--- src/intc_pkg.sv ---
// constants, register map and state type of the cpu interrupt controller
// assumes one 50 MHz clock and a byte-wide register port with registered read data
package intc_pkg;

	// source slots, index 0 is the highest priority
	localparam int               NUM_SRC      = 8;
	localparam int               NUM_EXT      = 8;
	localparam int               NUM_PER      = 6;
	localparam logic [2:0]       SRC_TRAP     = 3'h0;
	localparam logic [2:0]       SRC_FLASH    = 3'h1;
	localparam logic [2:0]       SRC_USB_SUSP = 3'h2;
	localparam logic [2:0]       SRC_EXT      = 3'h3;
	localparam logic [2:0]       SRC_TIMER    = 3'h4;
	localparam logic [2:0]       SRC_I2C      = 3'h5;
	localparam logic [2:0]       SRC_SCI      = 3'h6;
	localparam logic [2:0]       SRC_USB      = 3'h7;

	// low byte address of each two-byte vector; reset is fetched by the core itself
	localparam logic [15:0]      VEC_RESET    = 16'hFFFE;
	localparam logic [15:0]      VECTOR_TABLE [NUM_SRC] = '{
		16'hFFFC, 16'hFFFA, 16'hFFF8, 16'hFFF6, 16'hFFF4, 16'hFFF2, 16'hFFF0, 16'hFFEE
	};

	// lines 1,2,5,6 fire on a rising edge, the others on a falling edge
	localparam logic [NUM_EXT-1:0] EXT_RISING    = 8'h33;
	localparam logic [NUM_SRC-1:0] HALT_WAKE_SRC = 8'h0C;
	localparam logic [NUM_SRC-1:0] TRAP_SRC_BIT  = 8'h01;

	// register port
	localparam logic [7:0]       REG_EXT_ENABLE   = 8'h08;
	localparam logic [7:0]       REG_EVT_STATUS   = 8'h09;
	localparam logic [7:0]       REG_EVT_MASK     = 8'h0A;
	localparam logic [7:0]       REG_EXT_PENDING  = 8'h0B;
	localparam logic [7:0]       EXT_ENABLE_RESET = 8'h00;

	// stack: 128 bytes, pointer low part, full pointer resets to 017Fh
	localparam int               SP_W     = 7;
	localparam logic [SP_W-1:0]  SP_RESET = 7'h7F;
	localparam logic [SP_W-1:0]  SP_STEP  = 7'h01;

	// frame slots in push order; pop walks them backwards
	localparam logic [2:0]       SLOT_PCL = 3'h0;
	localparam logic [2:0]       SLOT_PCH = 3'h1;
	localparam logic [2:0]       SLOT_X   = 3'h2;
	localparam logic [2:0]       SLOT_A   = 3'h3;
	localparam logic [2:0]       SLOT_CC  = 3'h4;
	localparam logic [2:0]       POP_LAST = 3'h5;
	localparam logic [2:0]       STEP_ONE = 3'h1;
	localparam int               CC_I_BIT = 3;
	localparam logic             MASK_RESET = 1'b1;

	// event status bits
	localparam int               EVT_W      = 4;
	localparam int               EVT_ENTRY  = 0;
	localparam int               EVT_RETURN = 1;
	localparam int               EVT_WAKE   = 2;
	localparam int               EVT_TRAP   = 3;
	localparam logic [EVT_W-1:0] EVT_RESET  = 4'h0;

	typedef enum logic [2:0] {
		st_idle,
		st_push,
		st_vector,
		st_pop,
		st_wait,
		st_halt
	} state_type;

endpackage : intc_pkg

--- src/stack_if.sv ---
// port bundle between the interrupt sequencer and its stack memory
// assumes both ends share clk_sys; read data arrive one cycle after re
`timescale 1ns/1ps
interface stack_if;
	logic                      we;     // write byte at addr
	logic                      re;     // read byte at addr
	logic [intc_pkg::SP_W-1:0] addr;   // stack byte address
	logic [7:0]                wdata;  // byte to write
	logic [7:0]                rdata;  // registered read byte

	modport ctrl (output we, output re, output addr, output wdata, input rdata);
	modport mem (input we, input re, input addr, input wdata, output rdata);
endinterface : stack_if

--- src/cpu_interrupt_controller.sv ---
// interrupt controller for an 8-bit core: latching, priority, entry, return, wake-up
// assumes the core holds pc/x/a/cc inputs steady while busy is high
//
// Contract
// maskable requests serviced only with mask clear; masked ones stay latched
// entry waits for the current instruction to complete
// entry pushes pc, x, a and cc; y is not saved
// entry sets the global mask bit
// pc loaded from the serviced source's two-byte vector
// return pops the frame; mask comes back clear, program resumes; the code restores the mask from the stacked cc
// fixed priority: trap, flash, usb suspend end, external, timer, i2c, serial, usb
// trap always enters, ignoring the mask, with the same sequence
// any source wakes from wait; only external or suspend end leave halt
// lines 1,2,5,6 rise, lines 3,4,7,8 fall; no other pins request
// external line requests only with its enable set and mask clear
// peripheral flag interrupts only when enabled and unmasked, else stays pending
// software clears a peripheral flag by writing zero or access sequence
// the clearing sequence discards the internal request latch
// vector pairs FFFEh down to FFEEh per source
// external enable byte at 0008h, resets to 00h, bit i enables line i+1
// software disables analog input on port b pins before using them
`timescale 1ns/1ps
module cpu_interrupt_controller (
	input  logic                         clk_sys,        // 50 MHz system clock
	input  logic                         rst,            // synchronous reset, active high
	input  logic [7:0]                   reg_addr,       // register address
	input  logic [7:0]                   reg_wdata,      // register write data
	input  logic                         reg_wr,         // write strobe
	input  logic                         reg_rd,         // read strobe
	output logic [7:0]                   reg_rdata,      // read data, cycle after reg_rd
	input  logic [intc_pkg::NUM_EXT-1:0] ext_pin,        // external request lines 8..1
	input  logic [intc_pkg::NUM_PER-1:0] periph_flag,    // peripheral status flags
	input  logic [intc_pkg::NUM_PER-1:0] periph_enable,  // peripheral control enables
	input  logic [intc_pkg::NUM_PER-1:0] periph_clear,   // clearing sequence done
	input  logic                         insn_done,      // instruction boundary pulse
	input  logic                         trap_exec,      // trap instruction executing
	input  logic                         return_from_service_exec,      // return_from_service executing
	input  logic                         wfi_exec,       // enter wait mode
	input  logic                         halt_exec,      // enter halt mode
	input  logic                         mask_set,       // software sets mask
	input  logic                         mask_clr,       // software clears mask
	input  logic [15:0]                  pc_in,          // core program counter
	input  logic [7:0]                   x_in,           // first index register
	input  logic [7:0]                   a_in,           // accumulator
	input  logic [7:0]                   cc_in,          // condition_code_register
	output logic                         mask_bit,       // global mask bit
	output logic                         busy,           // entry or return in progress
	output logic                         cpu_stopped,    // core stopped in wait or halt
	output logic                         vector_load,    // fetch pc from vector_addr
	output logic [15:0]                  vector_addr,    // vector low byte address
	output logic                         restore_load,   // load restored context
	output logic [15:0]                  restore_pc,     // popped program counter
	output logic [7:0]                   restore_x,      // popped index register
	output logic [7:0]                   restore_a,      // popped accumulator
	output logic [7:0]                   restore_cc,     // popped condition codes
	output logic                         irq_out         // event interrupt, level
);

	intc_pkg::state_type             state_q;
	logic [2:0]                      step_q;
	logic [2:0]                      sel_q;
	logic [2:0]                      sel_d;
	logic                            busy_q;
	logic                            stopped_q;
	logic                            mask_q;
	logic [intc_pkg::SP_W-1:0]       sp_q;
	logic [7:0]                      ext_enable_q;
	logic [intc_pkg::NUM_EXT-1:0]    ext_prev_q;
	logic                            ext_seen_q;
	logic [intc_pkg::NUM_EXT-1:0]    ext_edge;
	logic [intc_pkg::NUM_EXT-1:0]    ext_pend_q;
	logic [intc_pkg::NUM_PER-1:0]    periph_pend_q;
	logic [intc_pkg::NUM_PER-1:0]    per_armed;
	logic                            trap_pend_q;
	logic                            ext_armed;
	logic [intc_pkg::NUM_SRC-1:0]    src_armed;
	logic [intc_pkg::NUM_SRC-1:0]    src_req;
	logic                            any_req;
	logic                            accept;
	logic                            enter_low;
	logic [7:0]                      cc_push;
	logic [intc_pkg::EVT_W-1:0]      evt_set;
	logic [intc_pkg::EVT_W-1:0]      evt_clr;
	logic [intc_pkg::EVT_W-1:0]      status_q;
	logic [intc_pkg::EVT_W-1:0]      evmask_q;
	logic                            irq_q;
	logic [7:0]                      rdata_q;
	logic                            vector_load_q;
	logic [15:0]                     vector_addr_q;
	logic                            restore_load_q;
	logic [15:0]                     restore_pc_q;
	logic [7:0]                      restore_x_q;
	logic [7:0]                      restore_a_q;
	logic [7:0]                      restore_cc_q;

	stack_if stk ();

	stack_ram u_stack (
		.clk_sys (clk_sys),
		.rst     (rst),
		.port    (stk.mem)
	);

	// external enable byte
	always_ff @(posedge clk_sys) begin
		if (rst) begin
			ext_enable_q <= intc_pkg::EXT_ENABLE_RESET;
		end else if (reg_wr && reg_addr == intc_pkg::REG_EXT_ENABLE) begin
			ext_enable_q <= reg_wdata;
		end
	end

	// pin history; the first sample after reset arms edge detection so that
	// a pin already high or low at reset does not look like an edge
	always_ff @(posedge clk_sys) begin
		if (rst) begin
			ext_prev_q <= '0;
			ext_seen_q <= 1'b0;
		end else begin
			ext_prev_q <= ext_pin;
			ext_seen_q <= 1'b1;
		end
	end

	// per-line edge polarity
	for (genvar i = 0; i < intc_pkg::NUM_EXT; i++) begin : g_edge
		assign ext_edge[i] = ext_seen_q && (intc_pkg::EXT_RISING[i] ?
			(ext_pin[i] && !ext_prev_q[i]) : (!ext_pin[i] && ext_prev_q[i]));
	end

	// external latches: only enabled lines latch; taking the shared vector
	// clears them, but a new edge in that cycle wins
	always_ff @(posedge clk_sys) begin
		if (rst) begin
			ext_pend_q <= '0;
		end else begin
			for (int i = 0; i < intc_pkg::NUM_EXT; i++) begin
				if (ext_edge[i] && ext_enable_q[i]) begin
					ext_pend_q[i] <= 1'b1;
				end else if (accept && sel_d == intc_pkg::SRC_EXT) begin
					ext_pend_q[i] <= 1'b0;
				end
			end
		end
	end

	// peripheral latches hold while disabled or masked; the clearing sequence drops them only once the flag is low, a set flag wins
	always_ff @(posedge clk_sys) begin
		if (rst) begin
			periph_pend_q <= '0;
		end else begin
			for (int i = 0; i < intc_pkg::NUM_PER; i++) begin
				if (periph_flag[i]) begin
					periph_pend_q[i] <= 1'b1;
				end else if (periph_clear[i]) begin
					periph_pend_q[i] <= 1'b0;
				end
			end
		end
	end

	// trap request from the core, kept until its entry starts
	always_ff @(posedge clk_sys) begin
		if (rst) begin
			trap_pend_q <= 1'b0;
		end else if (trap_exec) begin
			trap_pend_q <= 1'b1;
		end else if (accept && sel_d == intc_pkg::SRC_TRAP) begin
			trap_pend_q <= 1'b0;
		end
	end

	// source vector in priority order; the trap ignores the mask
	assign ext_armed = |(ext_pend_q & ext_enable_q);
	assign per_armed = periph_pend_q & periph_enable;
	assign src_armed = {per_armed[5], per_armed[4], per_armed[3], per_armed[2],
		ext_armed, per_armed[1], per_armed[0], trap_pend_q};
	assign src_req = src_armed & (intc_pkg::TRAP_SRC_BIT | {intc_pkg::NUM_SRC{!mask_q}});
	assign any_req = |src_req;

	// lowest index wins
	always_comb begin
		sel_d = intc_pkg::SRC_TRAP;
		for (int i = intc_pkg::NUM_SRC - 1; i >= 0; i--) begin
			if (src_req[i]) begin
				sel_d = 3'(i);
			end
		end
	end

	// start entry only at an instruction boundary, or on wake-up
	assign accept = (state_q == intc_pkg::st_idle && insn_done && any_req)
		|| (state_q == intc_pkg::st_wait && any_req)
		|| (state_q == intc_pkg::st_halt && |(src_req & intc_pkg::HALT_WAKE_SRC));
	assign enter_low = state_q == intc_pkg::st_idle && !accept && (wfi_exec || halt_exec);

	// sequencer
	always_ff @(posedge clk_sys) begin
		if (rst) begin
			state_q   <= intc_pkg::st_idle;
			step_q    <= '0;
			sel_q     <= intc_pkg::SRC_TRAP;
			busy_q    <= 1'b0;
			stopped_q <= 1'b0;
		end else begin
			unique case (state_q)
				intc_pkg::st_idle, intc_pkg::st_wait, intc_pkg::st_halt: begin
					if (accept) begin
						state_q   <= intc_pkg::st_push;
						step_q    <= '0;
						sel_q     <= sel_d;
						busy_q    <= 1'b1;
						stopped_q <= 1'b0;
					end else if (state_q == intc_pkg::st_idle && wfi_exec) begin
						state_q   <= intc_pkg::st_wait;
						stopped_q <= 1'b1;
					end else if (state_q == intc_pkg::st_idle && halt_exec) begin
						state_q   <= intc_pkg::st_halt;
						stopped_q <= 1'b1;
					end else if (state_q == intc_pkg::st_idle && return_from_service_exec) begin
						state_q <= intc_pkg::st_pop;
						step_q  <= '0;
						busy_q  <= 1'b1;
					end
				end
				intc_pkg::st_push: begin
					if (step_q == intc_pkg::SLOT_CC) begin
						state_q <= intc_pkg::st_vector;
					end else begin
						step_q <= step_q + intc_pkg::STEP_ONE;
					end
				end
				intc_pkg::st_vector: begin
					state_q <= intc_pkg::st_idle;
					busy_q  <= 1'b0;
				end
				intc_pkg::st_pop: begin
					if (step_q == intc_pkg::POP_LAST) begin
						state_q <= intc_pkg::st_idle;
						busy_q  <= 1'b0;
					end else begin
						step_q <= step_q + intc_pkg::STEP_ONE;
					end
				end
			endcase
		end
	end

	// stack port: push writes then decrements, pop increments then reads
	assign stk.we   = state_q == intc_pkg::st_push;
	assign stk.re   = state_q == intc_pkg::st_pop && step_q != intc_pkg::POP_LAST;
	assign stk.addr = stk.we ? sp_q : sp_q + intc_pkg::SP_STEP;

	// frame byte for this step; y is never part of the frame
	always_comb begin
		cc_push = cc_in;
		cc_push[intc_pkg::CC_I_BIT] = mask_q;
		unique case (step_q)
			intc_pkg::SLOT_PCL: stk.wdata = pc_in[7:0];
			intc_pkg::SLOT_PCH: stk.wdata = pc_in[15:8];
			intc_pkg::SLOT_X:   stk.wdata = x_in;
			intc_pkg::SLOT_A:   stk.wdata = a_in;
			default:            stk.wdata = cc_push;
		endcase
	end

	// stack pointer wraps silently inside its 128 bytes
	always_ff @(posedge clk_sys) begin
		if (rst) begin
			sp_q <= intc_pkg::SP_RESET;
		end else if (stk.we) begin
			sp_q <= sp_q - intc_pkg::SP_STEP;
		end else if (stk.re) begin
			sp_q <= sp_q + intc_pkg::SP_STEP;
		end
	end

	// popped bytes arrive one step after their read, cc first, pcl last
	always_ff @(posedge clk_sys) begin
		if (rst) begin
			restore_load_q <= 1'b0;
			restore_pc_q   <= '0;
			restore_x_q    <= '0;
			restore_a_q    <= '0;
			restore_cc_q   <= '0;
		end else begin
			restore_load_q <= state_q == intc_pkg::st_pop && step_q == intc_pkg::POP_LAST;
			if (state_q == intc_pkg::st_pop && step_q != '0) begin
				unique case (3'(intc_pkg::POP_LAST - step_q))
					intc_pkg::SLOT_CC:  restore_cc_q        <= stk.rdata;
					intc_pkg::SLOT_A:   restore_a_q         <= stk.rdata;
					intc_pkg::SLOT_X:   restore_x_q         <= stk.rdata;
					intc_pkg::SLOT_PCH: restore_pc_q[15:8]  <= stk.rdata;
					default:            restore_pc_q[7:0]   <= stk.rdata;
				endcase
			end
		end
	end

	// vector hand-off after the frame is on the stack
	always_ff @(posedge clk_sys) begin
		if (rst) begin
			vector_load_q <= 1'b0;
			vector_addr_q <= intc_pkg::VEC_RESET;
		end else begin
			vector_load_q <= state_q == intc_pkg::st_vector;
			if (state_q == intc_pkg::st_vector) begin
				vector_addr_q <= intc_pkg::VECTOR_TABLE[sel_q];
			end
		end
	end

	// global mask: hardware actions take precedence over the core's own set/clear
	always_ff @(posedge clk_sys) begin
		if (rst) begin
			mask_q <= intc_pkg::MASK_RESET;
		end else if (state_q == intc_pkg::st_push && step_q == intc_pkg::SLOT_CC) begin
			mask_q <= 1'b1;
		end else if (state_q == intc_pkg::st_pop && step_q == intc_pkg::POP_LAST) begin
			mask_q <= restore_cc_q[intc_pkg::CC_I_BIT];
		end else if (enter_low || mask_clr) begin
			mask_q <= 1'b0;
		end else if (mask_set) begin
			mask_q <= 1'b1;
		end
	end

	// event sources for the status register
	always_comb begin
		evt_set = '0;
		evt_set[intc_pkg::EVT_ENTRY]  = state_q == intc_pkg::st_vector;
		evt_set[intc_pkg::EVT_RETURN] = state_q == intc_pkg::st_pop && step_q == intc_pkg::POP_LAST;
		evt_set[intc_pkg::EVT_WAKE]   = accept && state_q != intc_pkg::st_idle;
		evt_set[intc_pkg::EVT_TRAP]   = accept && sel_d == intc_pkg::SRC_TRAP;
		evt_clr = '0;
		if (reg_wr && reg_addr == intc_pkg::REG_EVT_STATUS) begin
			evt_clr = reg_wdata[intc_pkg::EVT_W-1:0];
		end
	end

	// sticky status, write one to clear; a new event beats the clear
	always_ff @(posedge clk_sys) begin
		if (rst) begin
			status_q <= intc_pkg::EVT_RESET;
			evmask_q <= intc_pkg::EVT_RESET;
			irq_q    <= 1'b0;
		end else begin
			status_q <= (status_q & ~evt_clr) | evt_set;
			if (reg_wr && reg_addr == intc_pkg::REG_EVT_MASK) begin
				evmask_q <= reg_wdata[intc_pkg::EVT_W-1:0];
			end
			irq_q <= |(status_q & evmask_q);
		end
	end

	// read data live for one cycle only; unmapped addresses read zero
	always_ff @(posedge clk_sys) begin
		if (rst) begin
			rdata_q <= '0;
		end else begin
			rdata_q <= '0;
			if (reg_rd) begin
				unique case (reg_addr)
					intc_pkg::REG_EXT_ENABLE:  rdata_q <= ext_enable_q;
					intc_pkg::REG_EVT_STATUS:  rdata_q <= 8'(status_q);
					intc_pkg::REG_EVT_MASK:    rdata_q <= 8'(evmask_q);
					intc_pkg::REG_EXT_PENDING: rdata_q <= ext_pend_q;
					default:                   rdata_q <= '0;
				endcase
			end
		end
	end

	assign reg_rdata    = rdata_q;
	assign mask_bit     = mask_q;
	assign busy         = busy_q;
	assign cpu_stopped  = stopped_q;
	assign vector_load  = vector_load_q;
	assign vector_addr  = vector_addr_q;
	assign restore_load = restore_load_q;
	assign restore_pc   = restore_pc_q;
	assign restore_x    = restore_x_q;
	assign restore_a    = restore_a_q;
	assign restore_cc   = restore_cc_q;
	assign irq_out      = irq_q;
endmodule : cpu_interrupt_controller

--- src/stack_ram.sv ---
// 128-byte stack memory used for interrupt context frames
// assumes a single clock; read data come out of a register one cycle after re
`timescale 1ns/1ps
module stack_ram (
	input  logic clk_sys,        // system clock
	input  logic rst,            // synchronous reset, clears read data only
	stack_if.mem port            // access from the sequencer
);

	logic [7:0] mem_q [2**intc_pkg::SP_W];
	logic [7:0] rdata_q;

	// array content is not reset: a frame is always written before it is read
	always_ff @(posedge clk_sys) begin
		if (port.we) begin
			mem_q[port.addr] <= port.wdata;
		end
	end

	// registered read port
	always_ff @(posedge clk_sys) begin
		if (rst) begin
			rdata_q <= '0;
		end else if (port.re) begin
			rdata_q <= mem_q[port.addr];
		end
	end

	assign port.rdata = rdata_q;

endmodule : stack_ram

--- config.mk ---
export PLATFORM = sky130hd
export DESIGN_NAME = cpu_interrupt_controller
export DESIGN_NICKNAME = d
export VERILOG_FILES = /design/src/intc_pkg.sv /design/src/stack_if.sv /design/src/cpu_interrupt_controller.sv /design/src/stack_ram.sv
export SDC_FILE = /design/constraint.sdc
export NUM_CORES = 1
export LEC_CHECK = 0
export BUFFER_PORTS_ARGS = -buffer_cell sky130_fd_sc_hd__buf_2
export CORE_ASPECT_RATIO = 1.5
export CORE_MARGIN = 3
export CORE_UTILIZATION = 35
export CTS_CLUSTER_DIAMETER = 120
export DETAILED_ROUTE_END_ITERATION = 6
export HOLD_SLACK_MARGIN = 0.08
export SYNTH_ARGS = -nofsm -noshare
export SYNTH_HDL_FRONTEND = slang
export SYNTH_SLANG_ARGS = --single-unit
--- constraint.sdc ---
create_clock -name clk_sys -period 6.9 [get_ports clk_sys]
set_input_delay 0.69 -clock clk_sys [delete_from_list [all_inputs] [get_ports clk_sys]]
set_output_delay 0.69 -clock clk_sys [all_outputs]
set_load 0.005 [all_outputs]
* Word level (Yosys, flattened, before mapping)
Memories as Yosys holds them, arrays and structs flattened. A register that Yosys moved wholly into a read port is not among the register bits.
Index checks and enable logic that the tools add are counted.
** Operators by class
- Eq/ne operators :: 28
- Reduce and logical (&&, ||, !) cells :: 100
- Bitwise operators :: 10
- Mux-type cells :: 66
- Add/subtract/negate cells :: 4
** Operators by type and width (count)
- $pmux 8 s4 :: 2
- $mux 3 :: 20
- $logic_and 1x1->1 :: 43
- $mux 1 :: 37
- $eq 8x4->1 const B :: 4
- $reduce_bool 2->1 :: 16
- $eq 3x2->1 const B :: 7
- $mux 7 :: 3
- $reduce_bool 3->1 :: 6
- $and 8x8->8 :: 2
- $reduce_or 8->1 :: 2
- $eq 3x3->1 const B :: 5
- $reduce_and 2->1 :: 7
- $ne 3x3->1 const B :: 4
- $pmux 3 s4 :: 1
- $logic_not 1->1 :: 10
- $eq 3x1->1 const B :: 3
- $logic_not 3->1 :: 3
- $pmux 3 s3 :: 1
- $and 4x4->4 :: 2
- $reduce_or 4->1 :: 2
- $add 7x1->7 const B :: 1
- $sub 7x1->7 const B :: 1
- $and 6x6->6 :: 1
- other kinds (17) :: 25
** Storage, ports and cells
- Memory bits (read-only) :: 128
- Memories :: 2
- Output and inout port bits :: 70
- Bits in registers :: 110
- Input bits :: 93
- RAM bits :: 1024
- Logic and storage cells :: 246
** Memory list
- u_stack.mem_q :: words 128, bits a word 8, read ports 1, clocked after Yosys merged registers in 1, wr ports 1, RTL line stack_ram.sv:10 : logic [7:0] mem_q [2**intc_pkg::SP_W];
- (name not given) :: words 8, bits a word 16, read ports 1, clocked after Yosys merged registers in 1, wr ports 0, RTL line cpu_interrupt_controller.sv:308 : vector_addr_q <= intc_pkg::VECTOR_TABLE[sel_q];

* Longest topological paths before layout
Gate-level depths: netlist (run 1).
- Depth in word-level cells :: 15
- Gate-level depth with buffers :: 16

* Cells and area by module
Synthesis (run 1) repeated with hierarchy kept, for this count alone.
** Second synthesis, totals
- Cell total of the unflattened synthesis :: 2945
- Area, all modules :: 46139.3 um^2
** By module, submodules not included
- stack_ram :: times used 1, area each 40898.0 um^2, cells an instance 2343, sequential area each 30909.6 um^2
- cpu_interrupt_controller :: times used 1, area each 5241.3 um^2, cells an instance 602, sequential area each 2282.2 um^2

* Least setup slack after synthesis (run 1)
Ideal clock, no wire load.
- Path type :: reg2reg
- From :: register step_q[0]
- To :: memory u_stack.mem_q[0][1], data pin
- Path slack :: 873 ps
- Required time :: 6008 ps
- Period minus slack after synthesis :: 6027 ps
- Arrival time :: 5135 ps
- Buffers on the path :: 2
- Stages on the path, launching flop included :: 9
- Cells stage by stage :: dfxtp_1 > inv_1 > ha_1 > buf_1 > nor3_1 > o21bai_1 > clkbuf_1 > nor2_1 > a21oi_1
** Between the ends
- Word-level cells in the longest chain between the ends :: 2
- Elaborated cells between the ends (all ways) :: 5
- Classes of those cells :: eq/ne: 3; mux: 1; reduce/logical: 1
** Ends and longest elaborated chain
- start, declared :: RTL line cpu_interrupt_controller.sv:60 : logic [2:0] step_q;
- start signal, assigned :: RTL line cpu_interrupt_controller.sv:230 : step_q <= step_q + intc_pkg::STEP_ONE;
- start signal, assigned :: RTL line cpu_interrupt_controller.sv:242 : step_q <= step_q + intc_pkg::STEP_ONE;
- $eq 3x2->1, or another cell as far along :: RTL line cpu_interrupt_controller.sv:258 : unique case (step_q)
- $pmux 8 s4 * :: RTL line cpu_interrupt_controller.sv:258
- named net stk.wdata[1] :: RTL line stack_if.sv:8 : logic [7:0] wdata;
- end, declared :: RTL line stack_ram.sv:10
Mark *: on every way through the listed nets, which the timed path passes. The rest lies on a longest branch.

* Worst setup path in the final report (run 1)
- From :: register state_q[0]
- To :: memory u_stack.mem_q[20][1] (enable)
** Between the ends
- Word-level cells in the longest chain between the ends :: 3
- Elaborated cells between the ends (all ways) :: 4
- Classes of those cells :: eq/ne: 1; mux: 3
** Ends and longest elaborated chain
- start, declared :: RTL line cpu_interrupt_controller.sv:59 : intc_pkg::state_type state_q;
- start signal, assigned :: RTL line cpu_interrupt_controller.sv:200 : state_q <= intc_pkg::st_idle;
- start signal, assigned :: RTL line cpu_interrupt_controller.sv:209 : state_q <= intc_pkg::st_push;
- start signal, assigned :: RTL line cpu_interrupt_controller.sv:215 : state_q <= intc_pkg::st_wait;
- $eq 3x1->1 * :: RTL line cpu_interrupt_controller.sv:250 : assign stk.we = state_q == intc_pkg::st_push;
- $mux 1 :: RTL line stack_ram.sv:15 : if (port.we) begin
- $mux 1 (not written as such) :: RTL line stack_ram.sv:16 : mem_q[port.addr] <= port.wdata;
Every way passes the cells marked *; elsewhere a longest branch is shown, timed or not.

==> impl_metrics.ini, run 1 <==
[setup_path]
cp_data_required_time_ns = 7.22
arrival_ns = 5.66
startpoint_type = register
worstSetupPathType = reg2reg
critPathMaxFanout = 40
endpoint_kind = register

[global_route]
gr-total-overflow = 0
grt_max_degree = 129
grt_pass1_vias = 28100
grt_pass1_wl_um = 183000
grt.total_usage_pct = 18.0
antenna_found_initial = 0

[run]
drv_cap = 0

[placed_design]
placed_cells = 5270
place_hpwl_um = 75100
io_buffer_count = 149
placed_area_um2 = 48500
gp_congestion = 0.871

[layout]
fillers = 12100
final_cells = 5452
drive_gt1_share_pct = 10.8
nets = 3753
final_util_pct = 39.7
synthToLayoutAreaGrowth_pct = 12.5
stdcell_area_um2 = 51600
n_antenna_cell = 0

[timing]
finalCriticalPeriod_ns = 5.34
report.final.hold_viol_count = 0
setup_viol = 0
rsz0062_at_grt = no
relSlewSlack_pct = 17.9
tightest_slew_ns = 1.23
drv_slew = 0
fmax_ghz = 0.187
fin_crit_sh_pct = 77.4
final.setup_skew_ns = 0.0289
tns_ns = 0

[logic_synthesis]
syn_avg_cell_area_um2 = 12.9
netlist_instances = 3569
synthXorXnorAreaFrac_pct = 0.0382
synth_mux_area_share_pct = 4.08
synthAdderAreaFrac_pct = 0.327
synth_compound_area_share_pct = 4.98
synth-seq-cells = 1146
synth_top_family_by_area = simple AND/OR/NAND/NOR gates
yosysWarnings = 0
synth_area_leaders = edfxtp_1 67%, nand2_1 7.3%, dfxtp_1 5.3%
synth_top_area_share_pct = 67.0
synthFlopType = edfxtp_1
synth_enable_flop_cells = 1024
synth_area_um2 = 45900
async_flop_share_pct = 0
synthSimpleGateAreaFrac_pct = 15.5
synth-seq-area-share_pct = 72.3
synth_cell_types = 73
yosys.area.top_type = edfxtp_1

[routing]
viasPerCell = 5.33
dr.first_iter.drc_count = 2602
antenna_left = 0
route.detailed.drc = 0
wl_um = 126000
wire_per_inst_um = 23.0
dr.pass1.iters = 6
vias = 29100

[clocking]
cts_buffer_depth = 3
cts_hold_buf = 0
root_buffer = clkbuf_16
post_cts_buffers = 0
cts_made_buffers = 98
clock-sinks = 1146
h-tree-depth = 3
clock_latency_ns = 0.71
post_cts_resized = 0
cts_tree = yes
clk_pin_slew_ns = 0.07

[worst_hold_path]
hp-class = in2reg

[floorplan]
start_util_pct = 35.3
dieArea_um2 = 136000
die_w_um = 302
core_area_um2 = 130000
io_pins = 163
dieHeight_um = 449
fp-row-count = 162

[power]
power_leakage_nw = 17.2
power_mw = 23.8
p_per_area_nw_per_um2 = 462
max-vdd-ir-drop_mv = 0.523

[run_status]
status = complete, no violations
==> metrics by stage <==
step	hold slack, ns	setup slack [ns]
final	0.189	1.56
after global routing	0.178	1.43
after CTS	0.138	1.66
after detailed placement	0.446	1.68
after global placement	0.441	1.75
after floorplan	0.441	0.873
==> per-layer routing <==
metal  global-route usage (%)  vias up  wire, um  share of wire [%]
met5                        0        -         0                  0
met4                     8.37        0      5670                4.5
met3                     2.48      232      8080                6.4
met2                     31.6     1156     63900                 51
met1                     21.7    14400     47900                 38
li1                         -    13200         -                  -
==> registers in the layout, summed over array words and instances, names as in the netlist, 3 cells and up <==
signal              cells
vector_addr             4
status_q                4
ext_pend_q              8
evmask_q                4
state_q                 3
reg_rdata               8
restore_pc             16
step_q                  3
u_stack.mem_q        1024
restore_cc              8
restore_x               8
u_stack.port.rdata      8
ext_enable_q            8
sp_q                    7
restore_a               8
ext_prev_q              8
sel_q                   3
periph_pend_q           6
==> cells by family (layout without fill, tap and decap cells) <==
group                      after synthesis  after routing
and+or+nand+nor                       1655           1655
adders and majority gates               12             12
buffers and inverters                  256            407
AOI/OAI and AO/OA                      324            324
other                                    2             12
muxes                                  172            172
xor gates and xnor gates                 2              2
DFF                                   1146           1146
==> worst paths after layout <==
path / to / depth (start not counted) / slack (ns) / startpoint
max: u_stack.mem_q[20][1]$_DFFE_PP_ / 5 / 1.56 / state_q[0]$_SDFFE_PP0P_
min: trap_pend_q$_SDFFE_PP0P_ / 3 / 0.19 / trap_exec
max reg2reg: u_stack.mem_q[20][1]$_DFFE_PP_ / 5 / 1.56 / state_q[0]$_SDFFE_PP0P_
min reg2reg: restore_pc[8]$_SDFFE_PP0P_ / 2 / 0.45 / restore_pc[8]$_SDFFE_PP0P_
==> cells in the final DEF (no fill, tap or decap), drive strengths merged, types with 3 or more instances in the layout <==
cell type,count
a31oi,61
conb,12
bufinv,9
o21ai,26
or2,3
clkinv,37
dfxtp,122
a311oi,7
nor4,11
mux2i,158
a222oi,8
nand4,93
a22oi,10
a41oi,6
clkbuf,124
nand2b,7
buf,206
o22ai,19
o211ai,5
a221oi,7
nor3,8
nor2,241
and3,10
clkinvlp,8
o2111ai,3
and2,11
a21boi,3
nand3,338
nand2,895
ha,12
nand4b,9
inv,23
nor2b,21
edfxtp,1024
a32oi,64
a21oi,75
mux4,12
==> power by group <==
group	internal, mW	switching (mW)
combinational	2.49	7.16
sequential	8.52	0.107
clock	3.04	2.52
==> layout make-up <==
class | count | area, um^2 | share of cell area (%)
Clock buffer | 124 | 2620 | 5.08
Clock inverter | 58 | 556 | 1.08
Sequential cell | 1146 | 33200 | 64.3
Tap cell | 1722 | 2150 | 4.17
Timing Repair Buffer | 206 | 1390 | 2.69
Inverter | 19 | 71.3 | 0.138
Multi-Input combinational cell | 2177 | 11600 | 22.6
==> cells in the mapped netlist (8+ instances only) <==
master    count
nand4_1      93
dfxtp_1     122
nor3_1        8
buf_2       128
nor2b_1      21
mux4_2       12
mux2i_1     158
a21oi_1      74
nand2_1     895
buf_1         9
a22oi_1      10
inv_1        18
edfxtp_1   1024
nor4_1       11
a31oi_1      61
o22ai_1      19
nand4b_1      9
nor2_1      240
and3_1       10
a32oi_1      64
nand3_1     338
clkbuf_1     74
buf_4        24
a222oi_1      8
o21ai_0      23
and2_1       11
ha_1         12
==> critical path, cell delays in order, from the launching register on <==
cell     delay, ns
dfxtp_1       0.50
or3b_1        0.79
ha_1          1.07
and2_4        0.73
nand2_2       0.80
nor2_1        1.00
(Power assumes the default switching activity.)
==> inputs of run 2 (changes only) <==
Clock period 6.9 ns to 4.84 ns, I/O delays scaled along.
==> run 2 against run 1 <==
Net effect: routed wire length increased by 0.59%; cell count increased by 2.8%; first-iteration DRC count increased by 6.7%; flip-flop and latch count unchanged; count of clock-buffer cells in the layout decreased by 11; die area unchanged; via count increased by 1.7%; power increased by 46%; global-route usage increased by 0.17 points; critical path depth increased by 5; worst setup slack got worse by 1.1 ns.
==> impl_metrics.ini, run 2 (synthesis results as in run 1) <==
[run_status]
status = complete, no violations

[timing]
setup_viol = 0
relSlewSlack_pct = 26.4
report.final.hold_viol_count = 0
timing.hold.ws_ns = 0.178
drv_slew = 0
rsz0062_at_grt = no
fmax_ghz = 0.228
fin_crit_sh_pct = 90.5
finalCriticalPeriod_ns = 4.38
final.setup_skew_ns = 0.0385
tightest_slew_ns = 1.10

[setup_path]
cp_data_required_time_ns = 5.40
r2r-start = sp_q[0]$_SDFFE_PP1P_
r2r_setup_slack_ns = 0.46
reg2reg_to = u_stack.port.rdata[6]$_SDFFE_PP0P_
critPathMaxFanout = 21
reg2reg_depth = 10
worstSetupPathType = reg2reg
arrival_ns = 4.94
startpoint_type = register
endpoint_kind = register

[global_route]
grt.total_usage_pct = 18.1
grt_pass1_wl_um = 186000
grt_pass1_vias = 28700
gr-total-overflow = 0
grt_max_degree = 129
antenna_found_initial = 1

[power]
p_per_area_nw_per_um2 = 654
power_leakage_nw = 18.1
max-vdd-ir-drop_mv = 0.492
power_mw = 34.8

[worst_hold_path]
hp-start = reg_addr[0]
whs_path_depth = 3
hp-class = in2reg
hold_end = reg_rdata[4]$_SDFF_PP0_

[run]
drv_cap = 0

[floorplan]
dieArea_um2 = 136000
io_pins = 163
start_util_pct = 35.3
dieHeight_um = 449
fp-row-count = 162
core_area_um2 = 130000
die_w_um = 302

[clocking]
clk_pin_slew_ns = 0.07
clock-sinks = 1146
cts_buffer_depth = 3
post_cts_buffers = 0
cts_tree = yes
clock_latency_ns = 0.72
root_buffer = clkbuf_16
cts_made_buffers = 98
post_cts_resized = 0
h-tree-depth = 3

[layout]
final_common_cell = edfxtp_1
synthToLayoutAreaGrowth_pct = 15.9
largest_reg_flops = 1024
nets = 3905
layout_common_cells = 1024 x edfxtp_1, 895 x nand2_1, 338 x nand3_1
stdcell_area_um2 = 53200
drive_gt1_share_pct = 13.5
top_register = u_stack.mem_q

[routing]
viasPerCell = 5.27
antenna_left = 0
dr.first_iter.drc_count = 2776
dr.pass1.iters = 5
route.detailed.drc = 0
wire_per_inst_um = 22.5
vias = 29500
wl_um = 126000

[placed_design]
gp_congestion = 0.862
place_hpwl_um = 78400
placed_area_um2 = 49500
io_buffer_count = 149
==> run 2: cell types whose count changed in the layout (fill, tap and decap cells not counted), moves of 2 or more <==
| cell | before | now |
|---|---|---|
| clkinv_2 | 17 | 19 |
| inv_4 | 0 | 2 |
| clkbuf_1 | 21 | 10 |
| bufinv_16 | 9 | 12 |
| clkbuf_16 | 100 | 102 |
| buf_4 | 41 | 149 |
| clkbuf_8 | 3 | 1 |
| clkinv_4 | 1 | 3 |
| nand2_2 | 8 | 0 |
| nand2_1 | 887 | 895 |
| clkinv_1 | 18 | 20 |
| dlygate4sd3_1 | 0 | 30 |
| buf_12 | 17 | 31 |
| clkinvlp_2 | 4 | 2 |
==> run 2: per-stage QoR <==
step	cells	TNS (ns)	setup slack (ns)	util, %
after floorplan	3579	-1018.11	-1.19	-
after global placement	5392	0	0.690	38.1
after detailed placement	5392	0	0.632	38.1
after CTS	5604	0	0.597	40.9
after global routing	5604	0	0.423	40.9
final	5605	0	0.460	40.9
==> run 2: final cells by class <==
class | count | area [um^2]
fill | 12000 | 77000
sequential | 1146 | 33200
multi-input combinational | 2177 | 11600
timing repair buffer | 358 | 2780
clock buffer | 113 | 2600
tap | 1722 | 2150
clock inverter | 69 | 734
inverter | 19 | 71.3
antenna | 1 | 2.50
==> run 2: worst max-delay path: stages, from the launching register on <==
cell and delay, ns:
dfxtp_1 0.53, ha_1 0.44, nor2b_1 0.33, a221o_1 0.66
and2_4 0.53, buf_12 0.23, nand3_1 0.08, nand4_1 0.25
nand4_1 0.20, nor4_1 0.79, a21oi_1 0.15
==> run 2: how the worst max path moves through the flow <==
| stage | start | end | slack, ns | depth (start not counted) |
|---|---|---|---|---|
| 5_1_grt | sp_q[0]$_SDFFE_PP1P_ | u_stack.port.rdata[0]$_SDFFE_PP0P_ | 0.42 | 10 |
| 6_report | sp_q[0]$_SDFFE_PP1P_ | u_stack.port.rdata[6]$_SDFFE_PP0P_ | 0.46 | 10 |
| 2_1_floorplan | step_q[0]$_SDFFE_PP0P_ | u_stack.mem_q[0][1]$_DFFE_PP_ | -1.19 | 8 |
| 3_5_place_dp | sp_q[0]$_SDFFE_PP1P_ | u_stack.port.rdata[5]$_SDFFE_PP0P_ | 0.63 | 11 |
| 4_1_cts | sp_q[0]$_SDFFE_PP1P_ | u_stack.port.rdata[5]$_SDFFE_PP0P_ | 0.60 | 11 |
| 3_3_place_gp | sp_q[0]$_SDFFE_PP1P_ | u_stack.port.rdata[3]$_SDFFE_PP0P_ | 0.69 | 11 |
==> run 2: metal layers <==
layer  vias up  part of all wire (%)  track usage (%)  wire [um]
li1      13600                     -                -          -
met1     14700                    39             22.0      48700
met2      1078                    51             32.2      64600
met3       227                   5.9             2.21       7440
met4         0                   4.4             8.10       5570
met5         -                     0                0          0
==> run 2: timing repair <==
item	in CTS	in global routing
endpoints found under the setup margin	0	0
hold endpoints to repair	38	0
hold buffers	30	0
==> run 2: power breakdown <==
| group | internal (mW) | switching (mW) | leakage, nW |
|---|---|---|---|
| Combinational | 4.15 | 10.2 | 6.27 |
| Clock | 4.54 | 3.63 | 1.63 |
| Sequential | 12.1 | 0.137 | 10.2 |
